$ cat config.mk
export PLATFORM = sky130hd
export DESIGN_NAME = ckc_clock_ctrl
export DESIGN_NICKNAME = d
export VERILOG_FILES = /design/src/pkg/ckc_pkg.sv /design/src/ckc_clock_ctrl.sv
export SDC_FILE = /design/constraint.sdc
export NUM_CORES = 1
export LEC_CHECK = 0
export ABC_AREA = 1
export BUFFER_PORTS_ARGS = -buffer_cell sky130_fd_sc_hd__buf_4
export CAP_MARGIN = 25
export CELL_PAD_IN_SITES_DETAIL_PLACEMENT = 1
export CELL_PAD_IN_SITES_GLOBAL_PLACEMENT = 1
export CORE_MARGIN = 5
export CORE_UTILIZATION = 45
export DETAILED_ROUTE_END_ITERATION = 8
export MAX_ROUTING_LAYER = met4
export PLACE_DENSITY_LB_ADDON = 0.1
export SETUP_SLACK_MARGIN = 0.05
export SLEW_MARGIN = 20
export SYNTH_ARGS = -nofsm -noshare
export SYNTH_HDL_FRONTEND = slang
export SYNTH_SLANG_ARGS = --single-unit
$ cat constraint.sdc
create_clock -name ref_clk -period 3.6 [get_ports ref_clk]
set_clock_uncertainty 0.2 [all_clocks]
set_input_delay 0.36 -clock ref_clk [delete_from_list [all_inputs] [get_ports ref_clk]]
set_output_delay 0.36 -clock ref_clk [all_outputs]
set_load 0.02 [all_outputs]
$ cat src/pkg/ckc_pkg.sv
// Constants of the chip clock generation controller.
// Assumes one 250 MHz reference clock and an 8-bit register port.
package ckc_pkg;
	// ==========================================================
	// Register offsets
	localparam logic [7:0] CKC_OFS_CONFIG = 8'h8f;
	localparam logic [7:0] CKC_OFS_ENABLE = 8'hb9;
	localparam logic [7:0] CKC_OFS_SELECT = 8'hba;
	localparam logic [7:0] CKC_OFS_PLLDIV = 8'hbc;
	localparam logic [7:0] CKC_OFS_CARD = 8'hbd;
	localparam logic [7:0] CKC_RESET_VAL = 8'h00;
	// Writable bits; reserved and lock bits read zero or status
	localparam logic [7:0] CKC_CONFIG_WMASK = 8'h7f;
	localparam logic [7:0] CKC_ENABLE_WMASK = 8'hcb;
	// ==========================================================
	// Field positions
	localparam int CKC_CFG_X2 = 0;
	localparam int CKC_CFG_RANGE_LSB = 3;
	localparam int CKC_CFG_AMP_OFF = 5;
	localparam int CKC_EN_GEN = 7;
	localparam int CKC_EN_PLL = 6;
	localparam int CKC_EN_LOCK = 4;
	localparam int CKC_EN_CARD = 3;
	localparam int CKC_EN_SERIAL = 1;
	localparam int CKC_EN_DNF = 0;
	localparam int CKC_SEL_SYS_LSB = 0;
	localparam int CKC_SEL_SER = 2;
	localparam int CKC_SEL_FB_LSB = 3;
	localparam int CKC_SEL_DNF_LSB = 5;
	localparam int CKC_PLL_N_LSB = 0;
	localparam int CKC_PLL_R_LSB = 4;
	localparam int CKC_CARD_DIV_LSB = 0;
	localparam int CKC_CARD_SEL_LSB = 5;
	// ==========================================================
	// Generated frequencies, one phase accumulator each
	localparam int CKC_REF_KHZ = 250000;
	localparam int CKC_NCO_W = 24;
	localparam int CKC_NCO_N = 9;
	localparam int CKC_F12 = 0;
	localparam int CKC_F16 = 1;
	localparam int CKC_F20 = 2;
	localparam int CKC_F24 = 3;
	localparam int CKC_F30 = 4;
	localparam int CKC_F40 = 5;
	localparam int CKC_F48 = 6;
	localparam int CKC_F60 = 7;
	localparam int CKC_F120 = 8;
	localparam int CKC_NCO_KHZ [CKC_NCO_N] = '{12000, 16000, 20000,
		24000, 30000, 40000, 48000, 60000, 120000};
	localparam logic [1:0] CKC_FB_DIVIDED = 2'h3;
	localparam logic [2:0] CKC_CARD_OSC_HALF = 3'h7;

	function automatic logic [CKC_NCO_W-1:0] ckc_nco_inc(input int khz);
		return CKC_NCO_W'((64'(khz) << CKC_NCO_W) / 64'(CKC_REF_KHZ));
	endfunction : ckc_nco_inc
endpackage : ckc_pkg

$ cat src/ckc_clock_ctrl.sv
// Clock generation controller: registers, PLL dividers, clock selectors.
// Assumes the oscillator input is already synchronous to ref_clk and the
// analog PLL reports its raw lock on pll_lock_raw.
`timescale 1ns/1ps
module ckc_clock_ctrl
	import ckc_pkg::*;
#(
	parameter int LOCK_FILTER = 16
) (
	// Clock and reset
	input wire logic ref_clk,
	input wire logic nrst,
	// Register port
	input wire logic [7:0] reg_addr,
	input wire logic [7:0] reg_wdata,
	input wire logic reg_wr,
	input wire logic reg_rd,
	output logic [7:0] reg_rdata,
	// Oscillator, power modes and analog PLL
	input wire logic osc_in,
	input wire logic power_down,
	input wire logic idle,
	input wire logic pll_lock_raw,
	output logic [1:0] osc_range_sel,
	output logic osc_amp_enable,
	output logic pll_run,
	output logic pll_ref_clk,
	output logic pll_feedback_clk,
	output logic pll_locked_flag,
	// Generated clocks
	output logic osc_clk,
	output logic cpu_clk,
	output logic per_clk,
	output logic dataflow_flash_clk,
	output logic card_clk,
	output logic serial_baud_clk
);
	typedef struct packed {
		logic [7:0] cfg;
		logic [7:0] en;
		logic [7:0] sel;
		logic [7:0] pll;
		logic [7:0] card;
		logic [7:0] rdata;
		logic lock_s1, lock_s2;
		logic [7:0] lock_cnt;
		logic locked;
		logic [CKC_NCO_N-1:0][CKC_NCO_W-1:0] acc;
		logic osc_q, osc_out, osc_half, amp_en;
		logic [1:0] range;
		logic pll_run;
		logic [4:0] ref_cnt;
		logic ref_out, f12_q;
		logic [4:0] fb_cnt;
		logic fb_out;
		logic [1:0] sys_sel;
		logic sys_q, sys_half, cpu_out, per_out;
		logic [2:0] dnf_sel;
		logic dnf_out;
		logic [2:0] card_sel;
		logic card_q;
		logic [4:0] card_cnt;
		logic card_out, ser_sel, ser_out;
	} ckc_state_s;

	ckc_state_s s;
	ckc_state_s next_s;

	// ==========================================================
	// Divider helpers: count source rises, high for first half
	function automatic logic [4:0] ckc_div_step(input logic [4:0] cnt,
		input logic [4:0] m, input logic rise);
		if (!rise)
			return cnt;
		return (cnt + 5'h01 >= m) ? 5'h00 : cnt + 5'h01;
	endfunction : ckc_div_step

	function automatic logic ckc_div_out(input logic src,
		input logic [4:0] cnt, input logic [4:0] m);
		if (m == 5'h00)
			return 1'b0;
		if (m == 5'h01)
			return src;
		return cnt < {1'b0, m[4:1]};
	endfunction : ckc_div_out

	// ==========================================================
	// Next state
	logic gen_on;
	logic [CKC_NCO_N-1:0] nco;
	logic [3:0] sys_src;
	logic [7:0] dnf_src;
	logic [7:0] card_src;
	logic [1:0] ser_src;
	logic [1:0] fb_src;
	logic [4:0] n_div, r_div, card_div;
	logic sys_v, card_v;
	logic [1:0] want_sys;
	logic [2:0] want_dnf, want_card;

	always_comb begin
		next_s = s;
		gen_on = s.en[CKC_EN_GEN] && s.en[CKC_EN_PLL];
		for (int i = 0; i < CKC_NCO_N; i++) begin
			nco[i] = s.acc[i][CKC_NCO_W-1];
			// Accumulators parked at zero keep every output low
			next_s.acc[i] = gen_on ? s.acc[i] + ckc_nco_inc(CKC_NCO_KHZ[i])
				: '0;
		end
		n_div = {1'b0, s.pll[CKC_PLL_N_LSB +: 4]} + 5'h01;
		r_div = {1'b0, s.pll[CKC_PLL_R_LSB +: 4]} + 5'h01;
		card_div = s.card[CKC_CARD_DIV_LSB +: 5];
		want_sys = s.sel[CKC_SEL_SYS_LSB +: 2];
		want_dnf = s.sel[CKC_SEL_DNF_LSB +: 3];
		want_card = s.card[CKC_CARD_SEL_LSB +: 3];

		// Register writes
		if (reg_wr) begin
			unique case (reg_addr)
				CKC_OFS_CONFIG: next_s.cfg = reg_wdata & CKC_CONFIG_WMASK;
				CKC_OFS_ENABLE: next_s.en = reg_wdata & CKC_ENABLE_WMASK;
				CKC_OFS_SELECT: next_s.sel = reg_wdata;
				CKC_OFS_PLLDIV: next_s.pll = reg_wdata;
				CKC_OFS_CARD: next_s.card = reg_wdata;
				default: ;
			endcase
		end
		// Read data stands for exactly one cycle; unmapped reads zero
		next_s.rdata = 8'h00;
		if (reg_rd) begin
			unique case (reg_addr)
				CKC_OFS_CONFIG: next_s.rdata = s.cfg;
				CKC_OFS_ENABLE: next_s.rdata = s.en
					| (8'(s.locked) << CKC_EN_LOCK);
				CKC_OFS_SELECT: next_s.rdata = s.sel;
				CKC_OFS_PLLDIV: next_s.rdata = s.pll;
				CKC_OFS_CARD: next_s.rdata = s.card;
				default: next_s.rdata = 8'h00;
			endcase
		end

		// Oscillator, amplifier and power-down
		next_s.range = s.cfg[CKC_CFG_RANGE_LSB +: 2];
		next_s.amp_en = !s.cfg[CKC_CFG_AMP_OFF] && !power_down;
		next_s.osc_out = osc_in && !power_down;
		next_s.osc_q = osc_in;
		if (osc_in && !s.osc_q)
			next_s.osc_half = !s.osc_half;

		// Lock filter: raw lock must hold LOCK_FILTER cycles
		next_s.lock_s1 = pll_lock_raw;
		next_s.lock_s2 = s.lock_s1;
		next_s.pll_run = s.en[CKC_EN_PLL];
		if (!s.en[CKC_EN_PLL] || !s.lock_s2) begin
			next_s.lock_cnt = 8'h00;
			next_s.locked = 1'b0;
		end else if (s.lock_cnt == 8'(LOCK_FILTER - 1)) begin
			next_s.locked = 1'b1;
		end else begin
			next_s.lock_cnt = s.lock_cnt + 8'h01;
		end

		// PLL reference and feedback dividers
		next_s.ref_cnt = ckc_div_step(s.ref_cnt, n_div,
			osc_in && !s.osc_q);
		next_s.ref_out = s.en[CKC_EN_PLL]
			&& ckc_div_out(osc_in, s.ref_cnt, n_div);
		next_s.f12_q = nco[CKC_F12];
		next_s.fb_cnt = ckc_div_step(s.fb_cnt, r_div,
			nco[CKC_F12] && !s.f12_q);
		fb_src = s.sel[CKC_SEL_FB_LSB +: 2];
		unique case (fb_src)
			2'h0: next_s.fb_out = nco[CKC_F12];
			2'h1: next_s.fb_out = nco[CKC_F16];
			2'h2: next_s.fb_out = nco[CKC_F20];
			default: next_s.fb_out = ckc_div_out(nco[CKC_F12], s.fb_cnt,
				r_div);
		endcase

		// Sources of each selector
		sys_src = {nco[CKC_F40], nco[CKC_F30], nco[CKC_F24], s.osc_out};
		dnf_src = {nco[CKC_F16], nco[CKC_F20], nco[CKC_F24], nco[CKC_F30],
			nco[CKC_F40], nco[CKC_F48], nco[CKC_F60], s.osc_out};
		card_src = {s.osc_half && !power_down, nco[CKC_F16], nco[CKC_F20],
			nco[CKC_F24], nco[CKC_F30], nco[CKC_F48], nco[CKC_F60],
			s.osc_out};
		ser_src = {nco[CKC_F120], s.osc_out};

		// Selects staged; switch only while old and new both low
		if (s.sys_sel != want_sys && !sys_src[s.sys_sel]
			&& !sys_src[want_sys])
			next_s.sys_sel = want_sys;
		if (s.dnf_sel != want_dnf && !dnf_src[s.dnf_sel]
			&& !dnf_src[want_dnf])
			next_s.dnf_sel = want_dnf;
		if (s.card_sel != want_card && !card_src[s.card_sel]
			&& !card_src[want_card])
			next_s.card_sel = want_card;
		if (s.ser_sel != s.sel[CKC_SEL_SER] && !ser_src[s.ser_sel]
			&& !ser_src[s.sel[CKC_SEL_SER]])
			next_s.ser_sel = s.sel[CKC_SEL_SER];

		// System clock: standard mode halves, double speed passes
		sys_v = sys_src[s.sys_sel];
		next_s.sys_q = sys_v;
		if (sys_v && !s.sys_q)
			next_s.sys_half = !s.sys_half;
		next_s.per_out = s.cfg[CKC_CFG_X2] ? sys_v : s.sys_half;
		next_s.cpu_out = next_s.per_out && !idle && !power_down;

		next_s.dnf_out = s.en[CKC_EN_DNF] && dnf_src[s.dnf_sel];
		next_s.ser_out = s.en[CKC_EN_SERIAL] && ser_src[s.ser_sel];

		// Card clock: divider of zero gives no clock
		card_v = card_src[s.card_sel];
		next_s.card_q = card_v;
		next_s.card_cnt = ckc_div_step(s.card_cnt, card_div,
			card_v && !s.card_q);
		next_s.card_out = s.en[CKC_EN_CARD]
			&& ckc_div_out(card_v, s.card_cnt, card_div);
	end

	always_ff @(posedge ref_clk or negedge nrst) begin
		if (!nrst)
			s <= '0;
		else
			s <= next_s;
	end

	assign reg_rdata = s.rdata;
	assign osc_range_sel = s.range;
	assign osc_amp_enable = s.amp_en;
	assign pll_run = s.pll_run;
	assign pll_ref_clk = s.ref_out;
	assign pll_feedback_clk = s.fb_out;
	assign pll_locked_flag = s.locked;
	assign osc_clk = s.osc_out;
	assign cpu_clk = s.cpu_out;
	assign per_clk = s.per_out;
	assign dataflow_flash_clk = s.dnf_out;
	assign card_clk = s.card_out;
	assign serial_baud_clk = s.ser_out;

	// ==========================================================
	// Assertions
	property p_lock_drop;
		@(posedge ref_clk) disable iff (!nrst)
		!s.en[CKC_EN_PLL] |=> !pll_locked_flag;
	endproperty
	a_lock_drop: assert property (p_lock_drop)
		else $error("lock flag set with PLL disabled");

	property p_lock_filter;
		@(posedge ref_clk) disable iff (!nrst)
		$rose(pll_locked_flag) |-> $past(s.en[CKC_EN_PLL])
			&& $past(s.lock_s2) && $past(s.lock_s2, LOCK_FILTER);
	endproperty
	a_lock_filter: assert property (p_lock_filter)
		else $error("lock flag rose without stable raw lock");

	property p_gen_off;
		@(posedge ref_clk) disable iff (!nrst)
		!s.en[CKC_EN_GEN] ##1 !s.en[CKC_EN_GEN] |-> s.acc == '0;
	endproperty
	a_gen_off: assert property (p_gen_off)
		else $error("generator running while disabled");

	property p_card_zero;
		@(posedge ref_clk) disable iff (!nrst)
		card_div == 5'h00 |=> !card_clk;
	endproperty
	a_card_zero: assert property (p_card_zero)
		else $error("card clock with zero divider");

	property p_idle_cpu;
		@(posedge ref_clk) disable iff (!nrst)
		idle |=> !cpu_clk;
	endproperty
	a_idle_cpu: assert property (p_idle_cpu)
		else $error("cpu clock runs in idle");

	property p_pd_osc;
		@(posedge ref_clk) disable iff (!nrst)
		power_down |=> !osc_clk && !osc_amp_enable;
	endproperty
	a_pd_osc: assert property (p_pd_osc)
		else $error("oscillator runs in power-down");

	property p_dnf_gate;
		@(posedge ref_clk) disable iff (!nrst)
		!s.en[CKC_EN_DNF] |=> !dataflow_flash_clk;
	endproperty
	a_dnf_gate: assert property (p_dnf_gate)
		else $error("shared clock without enable");

	property p_sys_switch;
		@(posedge ref_clk) disable iff (!nrst)
		s.sys_sel != $past(s.sys_sel)
			|-> !$past(sys_v) && !$past(sys_src[want_sys]);
	endproperty
	a_sys_switch: assert property (p_sys_switch)
		else $error("system source switched while high");

	property p_std_mode;
		@(posedge ref_clk) disable iff (!nrst)
		!s.cfg[CKC_CFG_X2] ##1 !s.cfg[CKC_CFG_X2]
			|-> per_clk == $past(s.sys_half);
	endproperty
	a_std_mode: assert property (p_std_mode)
		else $error("peripheral clock not halved in standard mode");
endmodule : ckc_clock_ctrl

# After elaboration in Yosys (flattened, before gate mapping)
# Index checks and enable logic that the tools add are counted.
[word_totals]
regBits = 313
in_bits = 24
[classes]
n_addsub = 15
magnitude_cmp = 14
eq_ne = 16
muxes = 58
bitwise_logic = 1
n_reduce_logical = 53
[op_table]
columns = ["cell", "count"]
rows = [
  ["24-bit 2-to-1 mux", 9],
  ["24-bit by 21-bit adder with 24-bit output, second input constant", 4],
  ["24-bit by 22-bit adder with 24-bit output, second input constant", 3],
  ["8-bit equality test, second input constant", 5],
  ["8-bit case mux with 5 select lines", 1],
  ["1-bit 2-to-1 mux", 35],
  ["24-bit by 20-bit adder with 24-bit output, second input constant", 1],
  ["24-bit by 23-bit adder with 24-bit output, second input constant", 1],
  ["1-bit logical AND", 22],
  ["1-bit zero test", 19],
  ["3-bit by 4-bit less-than comparator with 1-bit output, second input constant", 4],
  ["8-bit 2-to-1 mux", 2],
  ["5-bit by 1-bit adder with 5-bit output, second input constant", 3],
  ["5-bit by 1-bit equality test with 1-bit output, second input constant", 3],
  ["5-bit greater-or-equal comparator", 3],
  ["5-bit zero test", 3],
  ["5-bit by 4-bit less-than comparator with 1-bit output", 3],
  ["5-bit 2-to-1 mux", 3],
  ["1-bit binary-select mux with 3-bit select", 4],
  ["4-bit by 1-bit adder with 5-bit output, second input constant", 2],
  ["2-bit AND reduction", 5],
  ["9-bit 2-to-1 mux", 1],
  ["8-bit by 1-bit adder with 8-bit output, second input constant", 1],
  ["8-bit by 4-bit equality test with 1-bit output, second input constant", 1],
  ["15 further kinds", 19],
]

# Depth between registers and ports, before layout
# Gate-level depths: netlist of run 1.
[depth]
depth_word = 9
ltp_mapped = 13
depth_no_buf = 13

# Least setup slack after synthesis of run 1
# No wires, ideal clock.
[synth_timing]
path_kind = "register to register"
startpoint = "reg s[3] in the netlist's numbering"
endpoint = "reg s[3] in the netlist's numbering"
setup_ps = 126
t_arrival_ps = 1756
required_ps = 3274
setup_slack_ps = 1518
stages_incl_launch_ff = 13
cell_sequence = "dfrtp_1 ha_1 nand3_1 xor2_1 inv_1 ha_1 nand2_1 nor3_1 nor2_1 nand2_1 nor2_1 nand2_1 o21ai_0"
[synth_between]
elab_chain_len = 3
[synth_lines]
columns = ["element", "line", "source"]
rows = [
  ["from (decl)", "ckc_clock_ctrl.sv:66", "ckc_state_s s;"],
  ["from (signal assigned)", "ckc_clock_ctrl.sv:227", "s <= next_s;"],
  ["5-bit by 1-bit adder with 5-bit output (*)", "ckc_clock_ctrl.sv:75", "return (cnt + 5'h01 >= m) ? 5'h00 : cnt + 5'h01;"],
  ["5-bit greater-or-equal comparator", "ckc_clock_ctrl.sv:75", ""],
  ["5-bit 2-to-1 mux (*)", "ckc_clock_ctrl.sv:75", ""],
]
# Mark *: on every way between the ends. The rest lies on a longest branch, timed or not.
# A chain may end at the register's enable or synchronous reset.

# Worst setup path in the final report of run 1
# Same ends and word-level chain as after synthesis.

==> results.txt, run 1 <==
GP Congestion = 0.885
fill count = 5498
Die W = 217 µm
I/O pin total = 45
Max Root-Sink Buffers = 3
worst setup margin = 1.18 ns
CTS resizes = 0
htree depth = 2
initial antenna violation count = 0
growth of design area from synthesis to finish = 12.4%
post-layout power = 8.76 mW
Tot GR Track Use = 24.0%
largest family of logic cells by synthesized area = simple AND/OR/NAND/NOR gates
Routed Antenna Nets = 0
fin nets = 2961
Final min period = 2.42 ns
area of the multi-input gates = 9890 µm²
worst skew pair latency = 0.56 ns
Net Sw Power = 2.25 mW
FF+latch area = 7730 µm²
Overflow after GRT = 0
Setup violations, final = 0
first-pass detailed-route iteration total = 5
cell count after synthesis = 2833
ANT cells = 0
mux cell area share after synthesis = 0%
Clk pwr share = 47.4%
DP HPWL = 40300 µm
Hold WS = 0.0500 ns
drt via density = 5.40
maxcap violations = 0
RSZ-0062 raised after global routing = false
largest net degree at the start of global routing = 92
initial core utilization = 45.8%
fin. max-slew vios = 0
Die H = 217 µm
synth unique cells = 46
xor-xnor portion of the synthesized cell area = 1.32%
flops & latches, synth = 309
cell area after synthesis = 19300 µm²
vias in the first global route = 19600
Highest Clock Rate = 414 MHz
Ys Warns = 0
TritonCTS Sinks = 309
asr flop ratio synth = 100%
Startpoint Class = flip-flop
die area = 47100 µm²
outcome = finished clean
Post-Synth Simple-Gate Area = 34.6%
Worst slew margin = 41.6%
FP Rows = 75
Synth area leaders = dfrtp_1 40%, nand2_1 14%, nor2_1 9.7%, inv_1 7.0%, nand3_1 5.6%
Worst-path clk slew = 0.06 ns
CP Max Fanout = 5
Sequential Power Share = 42.6%
number of flops mapped to enable cells by yosys = 0
Slew @ Worst Pin = 0.876 ns
drt total wl = 54900 µm
Avg Inst Size Synth = 6.81 µm²
PortBufs = 44
TritonCTS Buffers = 39
pre-CTS setup slack = 1.20 ns
via count = 18700
post-route setup TNS = 0 ns
cell with the most instances after synthesis = nand2_1
Top FF cell, synth = dfrtp_1
Worst Setup Path Type = reg -> reg
core area = 42100 µm²
post-synthesis sequential area ratio = 40.1%
Max VDD drop = 350 µV
Leak = 10.7 nW
PwrDens = 404 nW/µm²
DRC Markers = 0
share of the synthesized area in the top cell type = 40.1%
final critical-path share of the clock period = 67.2%
worst path required time = 3.86 ns
Pint = 6.51 mW
area fraction in compound gates after synthesis = 12.9%
sw frac = 25.7%
Net Count, Synth = 2896
arrival time worst endpoint = 2.68 ns
Hold Path Class = in -> reg
Comb power frac = 10.0%
Synth Area in Adders = 2.53%
Root Buffer = clkbuf_16
endpoint class of the critical path = flip-flop
share of cells above drive strength 1 = 7.04%
synth cell count leaders = 738 x nand2_1, 498 x nor2_1, 358 x inv_1
Iter 0 DRT Violations = 856
final hold vios = 0
CTS tree = built
routed len/inst = 15.8 µm
most area-hungry cell type in the Yosys netlist = dfrtp_1
first-pass GRT wire length = 94600 µm
==> flip-flops by register name, indices dropped and copies added, names as in the netlist, 2 cells and up <==
signal	flops
card_div	5
card_src	6
fb_src	2
nco	2
next_s	4
osc_range_sel	2
reg_rdata	8
s	268
==> routing by layer <==
| metal | wire length, µm | share of wire [%] | vias up | track usage, % |
|---|---|---|---|---|
| li1 | - | - | 9238 | - |
| met1 | 25500 | 46 | 9186 | 30.6 |
| met2 | 26700 | 49 | 222 | 40.9 |
| met3 | 1630 | 3.0 | 83 | 3.06 |
| met4 | 1170 | 2.1 | 0 | 6.09 |
| met5 | 0 | 0 | - | - |
==> cell families after synthesis <==
kind of cell	after synthesis
AOI/OAI and AO/OA	453
xor gates and xnor gates	29
adders and majority gates	39
buffers and inverters	416
DFF	309
and+or+nand+nor	1587
==> critical path, cell delays in order, from the launching register on <==
cell and delay (ns):
dfrtp_1 0.44, ha_1 0.26, nand3_1 0.10, xor2_1 0.20, inv_1 0.07, ha_1 0.31, a21oi_1 0.17, o21ai_0 0.12
nor2_1 0.11, nand2_1 0.12, nor2_1 0.12, nand2_1 0.05, o21ai_0 0.07
==> power by group through the flow <==
| stage | Sequential [mW] | Combinational [mW] | Clock (mW) |
|---|---|---|---|
| 2_1_floorplan | 3.75 | 0.565 | 0 |
| 4_1_cts | 3.73 | 0.888 | 4.28 |
| 3_5_place_dp | 3.79 | 0.858 | 0 |
| 6_report | 3.73 | 0.876 | 4.16 |
| 5_1_grt | 3.74 | 1.00 | 4.45 |
| 3_3_place_gp | 3.78 | 0.805 | 0 |
==> final cells by class <==
cell class,instances,area share (%)
well taps,539,3.11
clock buffers,63,5.81
flip-flops and latches,309,35.7
clock inverters,8,0.531
multi-input cells,2108,45.6
repair buffers,68,2.79
inverters,372,6.46
==> timing repair <==
action / 4_1_cts / 5_1_grt
buffers inserted: 0 / 0
hold buffers: 15 / 0
setup endpoints to repair: 0 / 0
endpoints found under the hold margin: 132 / 0
==> layout by cell type (no fill, tap or decap), drive strengths merged, types with 15 or more instances in the layout <==
cell	n
a21oi	204
dlygate4sd3	15
o22ai	15
nor3	36
clkbuf	63
nand3	219
inv	371
nor2	516
nand2	755
o21ai	188
buf	53
xor2	21
nand4	41
dfrtp	309
ha	39
==> metrics by stage <==
step | cells | instance area [µm²] | utilization [%]
finish | 3467 | 21700 | 51.4
global route | 3467 | 21700 | 51.4
CTS | 3467 | 21700 | 51.4
detailed placement | 3381 | 20200 | 47.8
global placement | 3381 | 20200 | 47.8
floorplan | 2833 | 19300 | -
==> worst paths after layout <==
kind / from / to / slack (ns) / cells past startpoint
min reg2reg: next_s[267] / s[267] / 0.16 / 0
max reg2reg: s[3] / s[3] / 1.18 / 12
max: s[3] / s[3] / 1.18 / 12
min: reg_wr / s[302] / 0.05 / 3
min in group asynchronous: nrst / s[158] / 0.24 / 2
max in group asynchronous: nrst / s[55] / 2.01 / 3
(Power assumes the default switching activity.)
==> run 2: changes to the inputs <==
ABC_AREA = 0   (was 1)
clock period = 2.4 ns   (was 3.6 ns; I/O delays follow)
==> run 2 against run 1 <==
The run now ends with negative setup slack left. Maximum frequency grew 0.23%. Synthesized cell count shrank 45%. Core utilization grew 2.2 points. Setup slack lost 1.2 ns. Hold slack gained 0.014 ns. Combinational power grew 21%. Critical path depth shrank 3. Sequential power grew 46%. Non-clock buffer count grew 54. Cell count shrank 38%. Critical path type unchanged. Critical endpoint is now s[34]. Largest cell class unchanged.
==> results.txt, run 2 <==
Net Count, Synth = 1617 (was 2896)
Reg-to-Reg End = s[34] (was s[3])
Ys Warns = 0 (unchanged)
outcome = finished, violations left (was finished clean)
RSZ-0062 raised after global routing = true (was false)
slowest stage delay, CP = 0.39 ns (was 0.44 ns)
largest net degree at the start of global routing = 66 (was 92)
Worst Setup Path Type = reg -> reg (unchanged)
slowest CP cell = dfrtp_1 (unchanged)
cell breakdown of the critical path = ha_2 > nor2b_4 > or2_4 > ha_4 > a21o_1 > a31oi_1 > maj3_2 > o211ai_1 > nand2_1 (was ha_1 > nand3_1 > xor2_1 > inv_1 > ha_1 > a21oi_1 > o21ai_0 > nor2_1 > nand2_1 > nor2_1 > nand2_1 > o21ai_0)
FP Rows = 68 (was 75)
Worst-path clk slew = 0.06 ns (about the same)
Synth area leaders = dfrtp_1 49%, nor2_1 3.8%, xnor2_1 3.4%, mux2_2 3.4%, a21oi_1 3.2% (was dfrtp_1 40%, nand2_1 14%, nor2_1 9.7%, inv_1 7.0%, nand3_1 5.6%)
Worst slew margin = 45.2% (was 41.6%)
Leak = 8.52 nW (was 10.7 nW)
Slew @ Worst Pin = 0.821 ns (was 0.876 ns)
GP Congestion = 0.830 (was 0.885)
worst setup margin = -0.0123 ns (was 1.18 ns)
reg2reg setup slack = -0.01 ns (was 1.18 ns)
final hold vios = 0 (unchanged)
CP Buf/Inv Count = 0 (was 1)
Avg Inst Size Synth = 10.2 µm² (was 6.81 µm²)
share of cells above drive strength 1 = 17.6% (was 7.04%)
pre-CTS setup slack = -0.128 ns (was 1.20 ns)
cell count after synthesis = 1554 (was 2833)
TritonCTS Sinks = 309 (unchanged)
initial antenna violation count = 0 (unchanged)
Root Buffer = clkbuf_16 (unchanged)
worst skew pair latency = 0.52 ns (was 0.56 ns)
first-pass GRT wire length = 63800 µm (was 94600 µm)
PwrDens = 638 nW/µm² (was 404 nW/µm²)
Hold Path Class = in -> async (was in -> reg)
Setup violations, final = 1 (was 0)
I/O pin total = 45 (unchanged)
via count = 12000 (was 18700)
core area = 34600 µm² (was 42100 µm²)
drt via density = 5.64 (was 5.40)
die area = 39100 µm² (was 47100 µm²)
synth cell count leaders = 309 x dfrtp_1, 161 x nor2_1, 111 x nand2_1 (was 738 x nand2_1, 498 x nor2_1, 358 x inv_1)
post-synthesis sequential area ratio = 48.8% (was 40.1%)
TritonCTS Buffers = 37 (was 39)
drt total wl = 38100 µm (was 54900 µm)
vias in the first global route = 12800 (was 19600)
Die H = 198 µm (was 217 µm)
Iter 0 DRT Violations = 487 (was 856)
fin. max-slew vios = 0 (unchanged)
Hold WS = 0.0637 ns (was 0.0500 ns)
fill count = 3773 (was 5498)
first-pass detailed-route iteration total = 5 (unchanged)
failing checks = negative setup slack
maxcap violations = 0 (unchanged)
crit-path leading delay family = adder cells (unchanged)
Max VDD drop = 525 µV (was 350 µV)
R2R cell count = 9 (was 12)
placed insts = 2049 (was 3381)
growth of design area from synthesis to finish = 17.1% (was 12.4%)
fin nets = 1718 (was 2961)
flops & latches, synth = 309 (unchanged)
Highest Clock Rate = 415 MHz (was 414 MHz)
CP Max Fanout = 3 (was 5)
max reg flops = 268 (unchanged)
most frequent cells in the layout = 309 x dfrtp_1, 160 x nor2_1, 110 x nand2_1, 97 x a21oi_1, 97 x buf_4 (was 737 x nand2_1, 498 x nor2_1, 358 x inv_1, 309 x dfrtp_1, 216 x nand3_1)
arrival time worst endpoint = 2.61 ns (was 2.68 ns)
CTS tree = built (unchanged)
Startpoint Class = flip-flop (unchanged)
Tot GR Track Use = 19.9% (was 24.0%)
Finished Layout Cells = 2135 (was 3467)
DRC Markers = 0 (unchanged)
initial core utilization = 45.8% (about the same)
Routed Antenna Nets = 0 (unchanged)
final critical-path share of the clock period = 101% (was 67.2%)
Worst R2R Start = s[30] (was s[3])
number of flops mapped to enable cells by yosys = 0 (unchanged)
Die W = 198 µm (was 217 µm)
share of the synthesized area in the top cell type = 48.8% (was 40.1%)
Overflow after GRT = 0 (unchanged)
Final min period = 2.41 ns (was 2.42 ns)
cell area after synthesis = 15900 µm² (was 19300 µm²)
routed len/inst = 17.8 µm (was 15.8 µm)
DP HPWL = 25800 µm (was 40300 µm)
largest register by flop count = s (unchanged)
asr flop ratio synth = 100% (unchanged)
synth unique cells = 83 (was 46)
PortBufs = 44 (unchanged)
endpoint class of the critical path = flip-flop (unchanged)
htree depth = 2 (unchanged)
most area-hungry cell type in the Yosys netlist = dfrtp_1 (unchanged)
cell with the most instances after synthesis = dfrtp_1 (was nand2_1)
Max Root-Sink Buffers = 3 (unchanged)
Top FF cell, synth = dfrtp_1 (unchanged)
worst path required time = 2.60 ns (was 3.86 ns)
most common cell after layout, fill and taps aside = dfrtp_1 (was nand2_1)
[run 2: cell count changes in the layout (fill, tap and decap cells not counted), sizes merged, moves of 28 or more]
cell | before | now
buf | 53 | 108
o21ai | 188 | 74
nand3 | 219 | 58
nor2 | 516 | 162
nand2b | 0 | 35
xor2 | 21 | 49
mux2 | 0 | 48
nand4 | 41 | 9
xnor2 | 8 | 62
inv | 371 | 49
a21oi | 204 | 100
nand2 | 755 | 114
[run 2: worst max-delay path by stage]
stage / endpoint / start / cells past startpoint / slack (ns)
after floorplan: s[31] / s[30] / 9 / 0.07
after global placement: s[33] / s[30] / 9 / 0.01
after detailed placement: s[33] / s[30] / 9 / -0.13
after CTS: s[34] / s[31] / 9 / 0.04
after global routing: s[34] / s[30] / 10 / -0.11
final: s[34] / s[30] / 9 / -0.01
[run 2: where the power goes]
group	leakage, nW	total [mW]	internal [mW]	switching (mW)
registers	4.29	5.44	5.33	0.114
clock network	0.575	5.35	3.22	2.13
logic	3.66	1.06	0.498	0.557
total	8.52	11.8	9.04	2.80
[run 2: layout make-up]
type	count	area [µm²]	area share (%)
well taps	455	569	3.07
clock buffers	55	1080	5.84
multi-input cells	1137	7860	42.3
flip-flops and latches	309	7730	41.6
diodes	1	2.50	0.0135
clock inverters	8	71.3	0.384
repair buffers	122	1070	5.79
inverters	48	180	0.970
[run 2: stage by stage]
stage                     util [%]  power [mW]  instance area (µm²)  setup TNS (ns)
after floorplan                  -        6.01                15900               0
after global placement        49.2        6.40                17000               0
after detailed placement      49.2        6.44                17000          -0.432
after CTS                     53.2        12.0                18400               0
after global routing          53.6        12.4                18600          -0.386
final                         53.6        11.8                18600         -0.0123
[run 2: logic make-up (layout without fill, tap and decap cells)]
| group | Yosys count | count (layout) | share of synthesized area (%) |
|---|---|---|---|
| adders and majority gates | 43 | 43 | 3.34 |
| AOI/OAI and AO/OA | 363 | 363 | 15.9 |
| xor gates and xnor gates | 111 | 111 | 6.13 |
| DFF | 309 | 309 | 48.8 |
| buffers and inverters | 108 | 233 | 2.87 |
| and+or+nand+nor | 538 | 538 | 16.6 |
| other | 0 | 1 | 0 |
| muxes | 82 | 82 | 6.39 |
[run 2: per-layer routing]
layer  GRT usage, %  share of wire [%]  up-vias
met1           26.1                 46     6099
met5              -                  0        -
met2           33.3                 49      133
met4           4.28                1.7        0
met3           2.84                2.9       58
li1               -                  -     5759
[run 2: what timing repair did]
| item | in CTS | in global routing |
|---|---|---|
| setup buffers | 3 | 5 |
| gates resized for setup | 22 | 17 |
| endpoints found under the setup margin | 13 | 22 |
| endpoints found under the hold margin | 352 | 0 |
| hold buffers | 14 | 0 |
| pin swaps | 9 | 19 |
